### src/inc/adc_out_pkg.sv
// Package with register map, field layout and reset values of the output port block.
`default_nettype none
package adc_out_pkg;
  localparam int DATA_W = 16;
  localparam int FIFO_DEPTH = 8;
  localparam int ADDR_W = 8;
  localparam logic [7:0] ADDR_FORMAT = 8'h14;
  localparam logic [7:0] ADDR_DRIVE = 8'h15;
  localparam logic [7:0] ADDR_PHASE = 8'h16;
  localparam logic [7:0] ADDR_FINE = 8'h17;
  localparam logic [7:0] ADDR_PATT_LOW = 8'h19;
  localparam logic [7:0] ADDR_PATT_HIGH = 8'h1a;
  localparam logic [7:0] RST_FORMAT = 8'h00;
  localparam logic [7:0] RST_DRIVE = 8'h22;
  localparam logic [7:0] RST_PHASE = 8'h00;
  localparam logic [7:0] RST_FINE = 8'h00;
  localparam logic [7:0] RST_PATT = 8'h00;
  localparam logic [7:0] MASK_FORMAT = 8'hd7;
  localparam logic [7:0] MASK_DRIVE = 8'h33;
  localparam logic [7:0] MASK_PHASE = 8'h87;
  localparam logic [7:0] MASK_FINE = 8'ha7;
  localparam int FMT_LEVEL_POS = 6;
  localparam int FMT_DISABLE_BIT = 4;
  localparam int FMT_INVERT_BIT = 2;
  localparam int FMT_CODE_POS = 0;
  localparam int DRV_A_POS = 0;
  localparam int DRV_B_POS = 4;
  localparam int PH_POLARITY_BIT = 7;
  localparam int PH_ADJUST_POS = 0;
  localparam int FD_CLK_EN_BIT = 7;
  localparam int FD_DATA_EN_BIT = 5;
  localparam int FD_CODE_POS = 0;
  localparam int FINE_STEP_PS = 560;
  localparam logic [1:0] CODE_OFFSET = 2'h0;
  localparam logic [1:0] CODE_TWOS = 2'h1;
  localparam logic [1:0] CODE_GRAY = 2'h2;
  localparam logic [3:0] TEST_USER = 4'h8;
endpackage : adc_out_pkg
`default_nettype wire

### src/hw/adc_output_port_config.sv
// Output port configuration registers, sample FIFO and output clock and data stage.
`timescale 1ns/10ps
`default_nettype none

module sample_fifo #(
  parameter int WIDTH = 16,
  parameter int DEPTH = 8
) (
  input wire logic clk_sys_in,
  input wire logic rst_in,
  input wire logic in_valid_in,
  output logic in_ready_out,
  input wire logic [WIDTH-1:0] in_data_in,
  output logic out_valid_out,
  input wire logic out_ready_in,
  output logic [WIDTH-1:0] out_data_out
);
  localparam int PW = $clog2(DEPTH);
  logic [WIDTH-1:0] mem [DEPTH];
  logic [PW:0] wr_ptr, rd_ptr, next_wr_ptr, next_rd_ptr;
  logic push, pop, next_ready;

  // Ready is registered from the next pointers, so it leaves on a flop without losing a cycle.
  always_comb begin
    out_valid_out = wr_ptr != rd_ptr;
    out_data_out = mem[rd_ptr[PW-1:0]];
    push = in_valid_in && in_ready_out;
    pop = out_valid_out && out_ready_in;
    next_wr_ptr = push ? wr_ptr + 1'b1 : wr_ptr;
    next_rd_ptr = pop ? rd_ptr + 1'b1 : rd_ptr;
    next_ready = (next_wr_ptr - next_rd_ptr) != (PW+1)'(DEPTH);
  end

  always_ff @(posedge clk_sys_in or posedge rst_in) begin
    if (rst_in) begin
      wr_ptr <= '0;
      rd_ptr <= '0;
      in_ready_out <= 1'b1;
    end else begin
      wr_ptr <= next_wr_ptr;
      rd_ptr <= next_rd_ptr;
      in_ready_out <= next_ready;
    end
  end

  // Storage carries no reset so it can map onto plain memory.
  always_ff @(posedge clk_sys_in) begin
    if (push) begin
      mem[wr_ptr[PW-1:0]] <= in_data_in;
    end
  end
endmodule : sample_fifo

// Notes on behaviour
// - Format field 00/11 offset binary, 01 twos complement, 10 Gray; reset offset binary.
// - Top two format bits pick output level, 00 for 3.3 V, 10 for 1.8 V.
// - Each drive field selects one to four stripes; reset gives three stripes.
// - Phase bit 7 set drives the output data clock inverted, clear drives it normally.
// - Phase adjust field delays the output clock by that many input clock cycles.
// - With the divider active, phase adjust picks the divider phase; latching is unchanged.
// - Fine delay code steps 0.56 ns, enabled for clock by bit 7, data by bit 5.
// - Fine delay moves only pin timing, never internal sampling or processing.
// - First user pattern is 16 bits, low byte at 0x19, high at 0x1A, reset zero.
// - Test mode 1000 puts the stored user pattern on the outputs instead of samples, inverted when format bit 2 is set.
module adc_output_port_config
  import adc_out_pkg::*;
(
  input wire logic clk_sys_in,
  input wire logic rst_in,
  input wire logic reg_wr_in,
  input wire logic reg_rd_in,
  input wire logic [ADDR_W-1:0] reg_addr_in,
  input wire logic [7:0] reg_wdata_in,
  output logic [7:0] reg_rdata_out,
  input wire logic [2:0] clk_div_ratio_in,
  input wire logic [3:0] test_mode_in,
  input wire logic sample_valid_in,
  output logic sample_ready_out,
  input wire logic [DATA_W-1:0] sample_in,
  output logic [DATA_W-1:0] data_out,
  output logic data_oe_out,
  output logic output_data_clock_out,
  output logic [1:0] output_level_out,
  output logic [1:0] drive_a_out,
  output logic [1:0] drive_b_out,
  output logic clock_fine_en_out,
  output logic data_fine_en_out,
  output logic [2:0] fine_code_out
);
  logic [7:0] format_control, drive_strength, clock_phase, fine_delay, patt_low, patt_high;
  logic [7:0] next_format, next_drive, next_phase, next_fine, next_patt_low, next_patt_high;
  logic [7:0] next_rdata;
  logic [2:0] div_cnt, next_div_cnt, half;
  logic [6:0] clk_hist, next_clk_hist;
  logic tick, raw_clk, tapped, next_out_clk;
  logic [DATA_W-1:0] next_data, formatted, pattern, fifo_data;
  logic fifo_valid;
  logic [7:0] ph_taps;

  assign pattern = {patt_high, patt_low};

  // Register file: writes are masked so open bits always read back as zero.
  always_comb begin
    next_format = format_control;
    next_drive = drive_strength;
    next_phase = clock_phase;
    next_fine = fine_delay;
    next_patt_low = patt_low;
    next_patt_high = patt_high;
    if (reg_wr_in) begin
      unique case (reg_addr_in)
        ADDR_FORMAT: next_format = reg_wdata_in & MASK_FORMAT;
        ADDR_DRIVE: next_drive = reg_wdata_in & MASK_DRIVE;
        ADDR_PHASE: next_phase = reg_wdata_in & MASK_PHASE;
        ADDR_FINE: next_fine = reg_wdata_in & MASK_FINE;
        ADDR_PATT_LOW: next_patt_low = reg_wdata_in;
        ADDR_PATT_HIGH: next_patt_high = reg_wdata_in;
        default: next_format = format_control;
      endcase
    end
    next_rdata = 8'h00;
    if (reg_rd_in) begin
      unique case (reg_addr_in)
        ADDR_FORMAT: next_rdata = format_control;
        ADDR_DRIVE: next_rdata = drive_strength;
        ADDR_PHASE: next_rdata = clock_phase;
        ADDR_FINE: next_rdata = fine_delay;
        ADDR_PATT_LOW: next_rdata = patt_low;
        ADDR_PATT_HIGH: next_rdata = patt_high;
        default: next_rdata = 8'h00;
      endcase
    end
  end

  always_ff @(posedge clk_sys_in or posedge rst_in) begin
    if (rst_in) begin
      format_control <= RST_FORMAT;
      drive_strength <= RST_DRIVE;
      clock_phase <= RST_PHASE;
      fine_delay <= RST_FINE;
      patt_low <= RST_PATT;
      patt_high <= RST_PATT;
      reg_rdata_out <= 8'h00;
    end else begin
      format_control <= next_format;
      drive_strength <= next_drive;
      clock_phase <= next_phase;
      fine_delay <= next_fine;
      patt_low <= next_patt_low;
      patt_high <= next_patt_high;
      reg_rdata_out <= next_rdata;
    end
  end

  // Pin-side settings leave the chip as registered levels for the pad ring.
  assign output_level_out = format_control[FMT_LEVEL_POS +: 2];
  assign drive_a_out = drive_strength[DRV_A_POS +: 2];
  assign drive_b_out = drive_strength[DRV_B_POS +: 2];
  assign clock_fine_en_out = fine_delay[FD_CLK_EN_BIT];
  assign data_fine_en_out = fine_delay[FD_DATA_EN_BIT];
  // Sub-cycle delay is done in the pad delay line, so sampling here never moves.
  assign fine_code_out = fine_delay[FD_CODE_POS +: 3];

  sample_fifo #(
    .WIDTH(DATA_W),
    .DEPTH(FIFO_DEPTH)
  ) u_fifo (
    .clk_sys_in(clk_sys_in),
    .rst_in(rst_in),
    .in_valid_in(sample_valid_in),
    .in_ready_out(sample_ready_out),
    .in_data_in(sample_in),
    .out_valid_out(fifo_valid),
    .out_ready_in(tick),
    .out_data_out(fifo_data)
  );

  // Word formatting; the core delivers offset binary.
  always_comb begin
    unique case (format_control[FMT_CODE_POS +: 2])
      CODE_TWOS: formatted = {~fifo_data[DATA_W-1], fifo_data[DATA_W-2:0]};
      CODE_GRAY: formatted = fifo_data ^ (fifo_data >> 1);
      default: formatted = fifo_data;
    endcase
    if (test_mode_in == TEST_USER) begin
      formatted = pattern;
    end
    if (format_control[FMT_INVERT_BIT]) begin
      formatted = ~formatted;
    end
    next_data = data_out;
    if (tick && (fifo_valid || test_mode_in == TEST_USER)) begin
      next_data = formatted;
    end
  end

  // Divider and output clock. The sample strobe is fixed by the divider alone
  // so phase and polarity only move the clock seen at the pin.
  always_comb begin
    tick = div_cnt == 3'h0;
    next_div_cnt = (div_cnt >= clk_div_ratio_in) ? 3'h0 : div_cnt + 3'h1;
    half = 3'((4'(clk_div_ratio_in) + 4'h2) >> 1);
    // With divide by one raw_clk stays high, so the pin clock is held at a constant level here.
    raw_clk = div_cnt < half;
    next_clk_hist = {clk_hist[5:0], raw_clk};
    ph_taps = {clk_hist, raw_clk};
    tapped = ph_taps[clock_phase[PH_ADJUST_POS +: 3]];
    next_out_clk = tapped ^ clock_phase[PH_POLARITY_BIT];
  end

  always_ff @(posedge clk_sys_in or posedge rst_in) begin
    if (rst_in) begin
      div_cnt <= 3'h0;
      clk_hist <= 7'h00;
      output_data_clock_out <= 1'b0;
      data_out <= 16'h0000;
      data_oe_out <= 1'b0;
    end else begin
      div_cnt <= next_div_cnt;
      clk_hist <= next_clk_hist;
      output_data_clock_out <= next_out_clk;
      data_out <= next_data;
      data_oe_out <= !format_control[FMT_DISABLE_BIT];
    end
  end
endmodule : adc_output_port_config
`default_nettype wire

### config.mk
export PLATFORM = sky130hd
export DESIGN_NAME = adc_output_port_config
export DESIGN_NICKNAME = d
export VERILOG_FILES = /design/src/inc/adc_out_pkg.sv /design/src/hw/adc_output_port_config.sv
export SDC_FILE = /design/constraint.sdc
export NUM_CORES = 1
export LEC_CHECK = 0
export BUFFER_PORTS_ARGS = -buffer_cell sky130_fd_sc_hd__buf_2
export CORE_UTILIZATION = 35
export CTS_BUF_LIST = sky130_fd_sc_hd__clkbuf_8
export CTS_CLUSTER_SIZE = 12
export DETAILED_ROUTE_END_ITERATION = 10
export GPL_TIMING_DRIVEN = 0
export SYNTH_ARGS = -nofsm -noshare
export SYNTH_HDL_FRONTEND = slang
export SYNTH_SLANG_ARGS = --single-unit
### constraint.sdc
create_clock -name clk_sys_in -period 3.68 [get_ports clk_sys_in]
set_clock_uncertainty 0.05 [all_clocks]
set_input_delay 0.736 -clock clk_sys_in [delete_from_list [all_inputs] [get_ports clk_sys_in]]
set_output_delay 0.736 -clock clk_sys_in [all_outputs]
set_load 0.01 [all_outputs]
==> results of run 1 <==
-- metrics by stage --
| step | util, % | setup TNS (ps) |
|---|---|---|
| after global routing | 42.56 | 0 |
| after CTS | 42.56 | 0 |
| final | 42.56 | 0 |
| after global placement | 39.29 | -18590 |
| after detailed placement | 39.95 | 0 |
| after floorplan | - | 0 |
-- logic make-up after synthesis --
family | count (synthesis) | share of synthesized area [%]
xor+xnor | 30 | 2.866
fa+ha+maj | 15 | 2.048
compound gates | 75 | 5.091
mux | 94 | 16.31
buf+inv | 42 | 2.484
simple gates | 126 | 7.385
flops | 208 | 63.81
-- flip-flops by register name, summed over array words and instances (netlist names) --
name	flops
u_fifo.mem	128
data_out	16
patt_high	8
patt_low	8
reg_rdata_out	8
clk_hist	7
format_control	6
fine_delay	5
clock_phase	4
drive_strength	4
u_fifo.rd_ptr	4
u_fifo.wr_ptr	4
div_cnt	3
data_oe_out	1
output_data_clock_out	1
u_fifo.in_ready_out	1
-- layer usage --
layer | up-vias | part of all wire [%] | global-route usage, %
li1 | 2510 | - | -
met2 | 138 | 49 | 25.96
met1 | 2654 | 44 | 19.47
met5 | - | 0.041 | 0
met4 | 2 | 1.9 | 4.630
met3 | 38 | 5.4 | 3.409
-- cell type report --
type	count	area (um^2)	area share (%)
tap	330	412.9	3.819
clock inverter	23	140.1	1.296
sequential	208	5849	54.11
multi-input combinational	340	3114	28.81
timing repair buffer	89	540.5	5.000
clock buffer	38	523.0	4.838
buffer	26	167.7	1.551
inverter	16	62.56	0.5787
-- where the power goes --
part	internal, uW	switching [uW]
Combinational	1350	1560
Sequential	2930	190
Clock	1030	909
-- final timing paths --
path / from / to / slack (ps)
worst min register to register: clk_hist[0]$_DFF_PP0_ / clk_hist[1]$_DFF_PP0_ / 320
min in group clk_sys_in: clk_hist[0]$_DFF_PP0_ / clk_hist[1]$_DFF_PP0_ / 320
max in group asynchronous: rst_in / drive_strength[5]$_DFFE_PP1P_ / 2750
worst min-delay path: rst_in / u_fifo.wr_ptr[0]$_DFF_PP0_ / 150
worst max register to register: u_fifo.rd_ptr[0]$_DFF_PP0_ / u_fifo.in_ready_out$_DFF_PP1_ / 680
worst max-delay path: u_fifo.rd_ptr[0]$_DFF_PP0_ / u_fifo.in_ready_out$_DFF_PP1_ / 680
-- cells in the mapped netlist (all sizes together) (7+ instances only) --
cell      n
a21oi    29
a22oi     7
a31oi    12
buf      17
clkbuf    9
dfrtp    77
edfxtp  128
ha       15
inv      16
mux2     47
mux2i    12
mux4     35
nand2    13
nand2b    8
nand3     8
nand3b   17
nor2     51
nor3      7
o21ai     9
xnor2    19
xor2     11
-- cell usage in the layout, fill, tap and decap left out, drive strengths merged, types with 3 or more instances in the layout --
master and count:
clkbuf 47, dfrtp 77, nor3 7, or3 3
nor4 3, nor2 51, buf 106, or2 3
edfxtp 128, xor2 11, nand3b 17, clkinv 16
ha 15, mux2i 12, nand3 8, nor3b 3
dfstp 3, a21oi 29, a22oi 7, o21ai 9
nand2b 8, inv 21, nand2 13, mux2 47
mux4 35, a31oi 12, xnor2 19
-- critical path, cell delays in order, from the launching register on --
cell and delay (ps):
dfrtp_1 420, buf_6 180, buf_12 160, xnor2_1 130, a41oi_1 570, nand2_1 140
xor2_1 230, ha_1 300, or4_1 520, a21oi_1 150, a21oi_1 60
==> results.md, run 1 <==
- Pwr Density: 736.7 mW/mm^2
- Max-slew violations: 0
- Yosys warns: 0
- Worst-Skew Late Latency: 520 ps
- Sequential area share after synthesis: 63.81%
- Area leader, netlist: edfxtp_1
- Worst slew margin: 42.67%
- Worst-path fanout max: 10
- Post-DP HPWL: 14190 um
- CTS H-tree lvls: 2
- Clock-pin slew of the registers on the worst-case setup and hold paths: 60 ps
- Row cnt: 58
- # fillers: 2384
- LEAKAGE: 0.004228 uW
- Final Power: ~8000 uW
- DRT Pass-1 Iters: 4
- Worst setup SP type: flip-flop
- Initial Util: 36.09%
- Die area: 0.02684 mm^2
- Largest net degree at the start of global routing: 53
- Largest cells by area after synthesis: edfxtp_1 (42%), dfrtp_1 (21%), mux4_2 (7.1%)
- Drc violations: 0
- DR vias: 5342
- RSZ-0062 raised after global routing: no
- Nets@finish: 775
- Post-CTS Hold Fix Bufs: 0
- Vias per cell: 4.993
- Post-Place Cell Area: 0.01015 mm^2
- Reg2Reg Depth: 10
- Setup crit end kind: flip-flop
- Final Cycle Share: 81.49%
- Max frequency: 333.5 MHz
- Ys async rst share: 38.46%
- First-pass GRT wire length: 30910 um
- Fin crit period: 2999 ps
- Non-Filler Instances: 1070
- GRT Total Usage: 15.29%
- Worst ir drop on vdd: about 360 uV
- Post-CTS Setup Bufs: 0
- Main synth FF type: edfxtp_1
- Syn avg cell area: 15.54 um^2
- Post_cts resized: 0
- CTS tree: built
- Routed len/inst: ~18 um
- TritonCTS Sinks: roughly 210
- Max-Cap Viols: 0
- Synthesized Nets: 649
- Vert. Die Dim: 163.8 um
- CP required: about 4100 ps
- Crit path DAT: 3370 ps
- Number of synthesized flops with an enable pin: 128
- PortBufs: 80
- Total CTS buffers: 35
- Flops & latches, synth: 208
- Total gr overflow: 0
- Critical path class: reg -> reg
- Post-route cell area: 0.01081 mm^2
- Drt total wl: 19690 um
- Worst Hold Class: in -> async
- Post-Syn Instances: a little under 600
- Final Hold Vio Count: 0
- Core Area: ~0.025 mm^2
- Vias in the first global route: 5517
- Die X: 163.8 um
- Worst-margin pin slew: 855.2 ps
- Clk root buf: clkbuf_8
- Initial antenna violation count: 2
- Layout area overhead: 17.94%
- Routability cong.: 0.8907
- Share of cells above drive strength 1: between 30% and 40%
- Pre-CTS setup slack: 668.1 ps
- Iter 0 DRT Violations: ~260
- Final worst slack: about 700 ps
- Dpl cells: a little over 1000
- Distinct cells, synth: 58
- Antenna cells: 0
- Post-Syn Area: 0.009166 mm^2
- Share of the synthesized area in the top cell type: 41.93%
- Deepest clock path buffer count: 3
- Post-route ant nets: 0
- IO Pins: between 80 and 90
- Setup Viol. Count Final: 0
- Hold_ws: 153.2 ps
- Status: complete, no violations
No activity file was read; power rests on OpenSTA's default activity.
==> inputs of run 2 (changes only) <==
- ABC_AREA: unset -> 1
- clock period: 3.68 -> 2.49 ns (I/O delays scaled with it)
==> results.md, run 2 <==
- Final Cycle Share: between 90% and 100%
- IO Pins: a little over 80
- Synthesized Nets: about 1200
- Hold_ws: 82.43 ps
- Most frequent cells in the layout: nand2_1 (430), inv_1 (200), nand3_1 (145), edfxtp_1 (128), buf_2 (98)
- CP required: 2890 ps
- Worst slew margin: 41.02%
- Met2 usage: 30.01%
- Non-Filler Instances: 1700
- Max frequency: 406.1 MHz
- Dpl cells: 1634
- Die area: 0.02969 mm^2
- Number of flip-flops in the largest register: 128
- Initial antenna violation count: 0
- TritonCTS Sinks: 208
- Count leader, synth: nand2_1
- Worst ir drop on vdd: 474.2 uV
- Share of cells above drive strength 1: 15.05%
- Commonest non-fill, non-tap cell in the layout: nand2_1
- Status: complete, no violations
- Clk root buf: clkbuf_8
- Share of the synthesized area in the top cell type: between 30% and 40%
- Gr busiest metal: met2
- Distinct cells, synth: 40
- Worst setup SP type: flip-flop
- Drt total wl: 26580 um
- Drc violations: 0
- Post-CTS Hold Fix Bufs: 0
- RSZ-0062 raised after global routing: yes
- CTS H-tree lvls: 2
- Largest net degree at the start of global routing: 43
- Area leader, netlist: edfxtp_1
- Critical path, cell by cell: buf_6 > buf_6 > xnor2_4 > nand4_4 > nand2_4 > nor2_1 > xor2_1 > inv_1 > ha_4 > a21oi_2 > xnor2_1 > xor2_1 > nand2_1
- DRT Pass-1 Iters: 5
- Initial Util: around 36%
- Worst-Skew Late Latency: 550 ps
- Vert. Die Dim: 172.3 um
- Core Area: 0.02816 mm^2
- Met3 Use GR: 3.227%
- Post-Place Cell Area: between 0.01 and 0.015 mm^2
- Crit path DAT: 2860 ps
- Sequential area share after synthesis: 57.62%
- Yosys warns: 0
- GRT Total Usage: 18.70%
- Antenna cells: 0
- Vias in the first global route: 7738
- CP max-delay cell: dfrtp_1
- Max-slew violations: 0
- Main synth FF type: edfxtp_1
- Iter 0 DRT Violations: 552
- Worst Hold Class: in -> async
- Setup Viol. Count Final: 0
- Worst-margin pin slew: 882.9 ps
- LEAKAGE: 0.005768 uW
- Routed len/inst: 15.63 um
- Setup crit end kind: flip-flop
- Syn avg cell area: 8.698 um^2
- DR vias: 7975
- Pwr Density: ~1100 mW/mm^2
- Post-route ant nets: 0
- CTS tree: built
- PortBufs: 81
- Synth cell count leaders: nand2_1 (430), inv_1 (188), nand3_1 (145)
- Deepest clock path buffer count: 3
- Sequential standard cell area: roughly 0.0058 mm^2
- Total gr overflow: 0
- Max-Cap Viols: 0
- Post-Syn Instances: 1167
- Post-DP HPWL: ~19000 um
- Vias per cell: between 4 and 5
- Nets@finish: 1355
- Routability cong.: 0.8501
- First-pass GRT wire length: ~42000 um
- Max incr delay on CP: 400 ps
- Final Core Density: 42.33%
- Multi-input logic area: 0.003390 mm^2
- Layout area overhead: 17.44%
- Post-Syn Area: 0.01015 mm^2
- Die X: 172.3 um
- Post-route cell area: 0.01192 mm^2
- Worst-path fanout max: 10
- Final Hold Vio Count: 0
- Total CTS buffers: 37
- Clock-pin slew of the registers on the worst-case setup and hold paths: 60 ps
- Row cnt: around 60
- Ys async rst share: 38.46%
- Flops & latches, synth: 208
- Grt met1 use: between 20% and 30%
- Fin crit period: around 2500 ps
- Number of synthesized flops with an enable pin: 128
- Largest cells by area after synthesis: edfxtp_1 (38%), dfrtp_1 (19%), nand2_1 (16%)
- Critical path class: reg -> reg
- # fillers: approximately 2800
[run 2: worst paths after layout]
kind	end	start	slack, ps	cells after the start
max	u_fifo.in_ready_out$_DFF_PP1_	u_fifo.rd_ptr[0]$_DFF_PP0_	30	13
min	data_out[0]$_DFFE_PP0P_	rst_in	80	2
min in group clk_sys_in	reg_rdata_out[3]$_DFF_PP0_	reg_rd_in	150	3
max reg2reg	u_fifo.in_ready_out$_DFF_PP1_	u_fifo.rd_ptr[0]$_DFF_PP0_	30	13
max in group asynchronous	u_fifo.in_ready_out$_DFF_PP1_	rst_in	1540	3
min reg2reg	clk_hist[5]$_DFF_PP0_	clk_hist[4]$_DFF_PP0_	330	0
[run 2: metal layers]
| metal | part of all wire (%) | vias up |
|---|---|---|
| li1 | - | 3971 |
| met1 | 45 | 3715 |
| met2 | 46 | 226 |
| met5 | 0 | - |
| met3 | 6.2 | 63 |
| met4 | 3.3 | 0 |
[run 2: power by group]
group / switching, uW / leakage (uW) / internal [uW]
clock: 1410 / 0.000408 / 1620
sequential: 263 / 0.00218 / 4280
combinational: 4010 / 0.00318 / 1990
[run 2: timing repair]
action	in CTS	in global routing
buffers inserted	1	1
resized for setup	6	4
endpoints found under the setup margin	1	11
pin swaps	1	0
endpoints found under the hold margin	0	0
[run 2: kinds of logic (layout without fill, tap and decap cells)]
family | after synthesis | count (layout) | synth area share, %
buffers and inverters | 234 | 389 | 9.516
adder cells (fa/ha/maj) | 15 | 15 | 1.849
AND/OR/NAND/NOR | 611 | 611 | 25.02
flip-flops | 208 | 208 | 57.62
XOR/XNOR | 14 | 14 | 1.393
AO/OA/AOI/OAI | 85 | 85 | 4.598
[run 2: critical path: cells and delay by family (launching register included)]
kind | cells | cell delay, ps
xor gates and xnor gates | 4 | 750
buffers and inverters | 3 | 430
DFF | 1 | 400
and+or+nand+nor | 4 | 430
adders and majority gates | 1 | 290
AOI/OAI and AO/OA | 1 | 50
[run 2: through the flow]
stage	setup slack, ps	setup TNS (ps)	power [uW]
after global routing	-144.0	-144.0	14670
final	27.44	0	13570
after global placement	-466.6	-36860	10240
after CTS	36.85	0	13620
after detailed placement	-330.8	-330.8	10430
after floorplan	225.8	0	8573
[run 2: area by class of cell]
cell class	instances	share of cell area, %
clock buffers	41	4.733
multi-input cells	725	28.43
well taps	378	3.967
clock inverters	24	1.113
inverters	194	6.161
plain buffers	39	1.952
repair buffers	91	4.576
flip-flops and latches	208	49.07
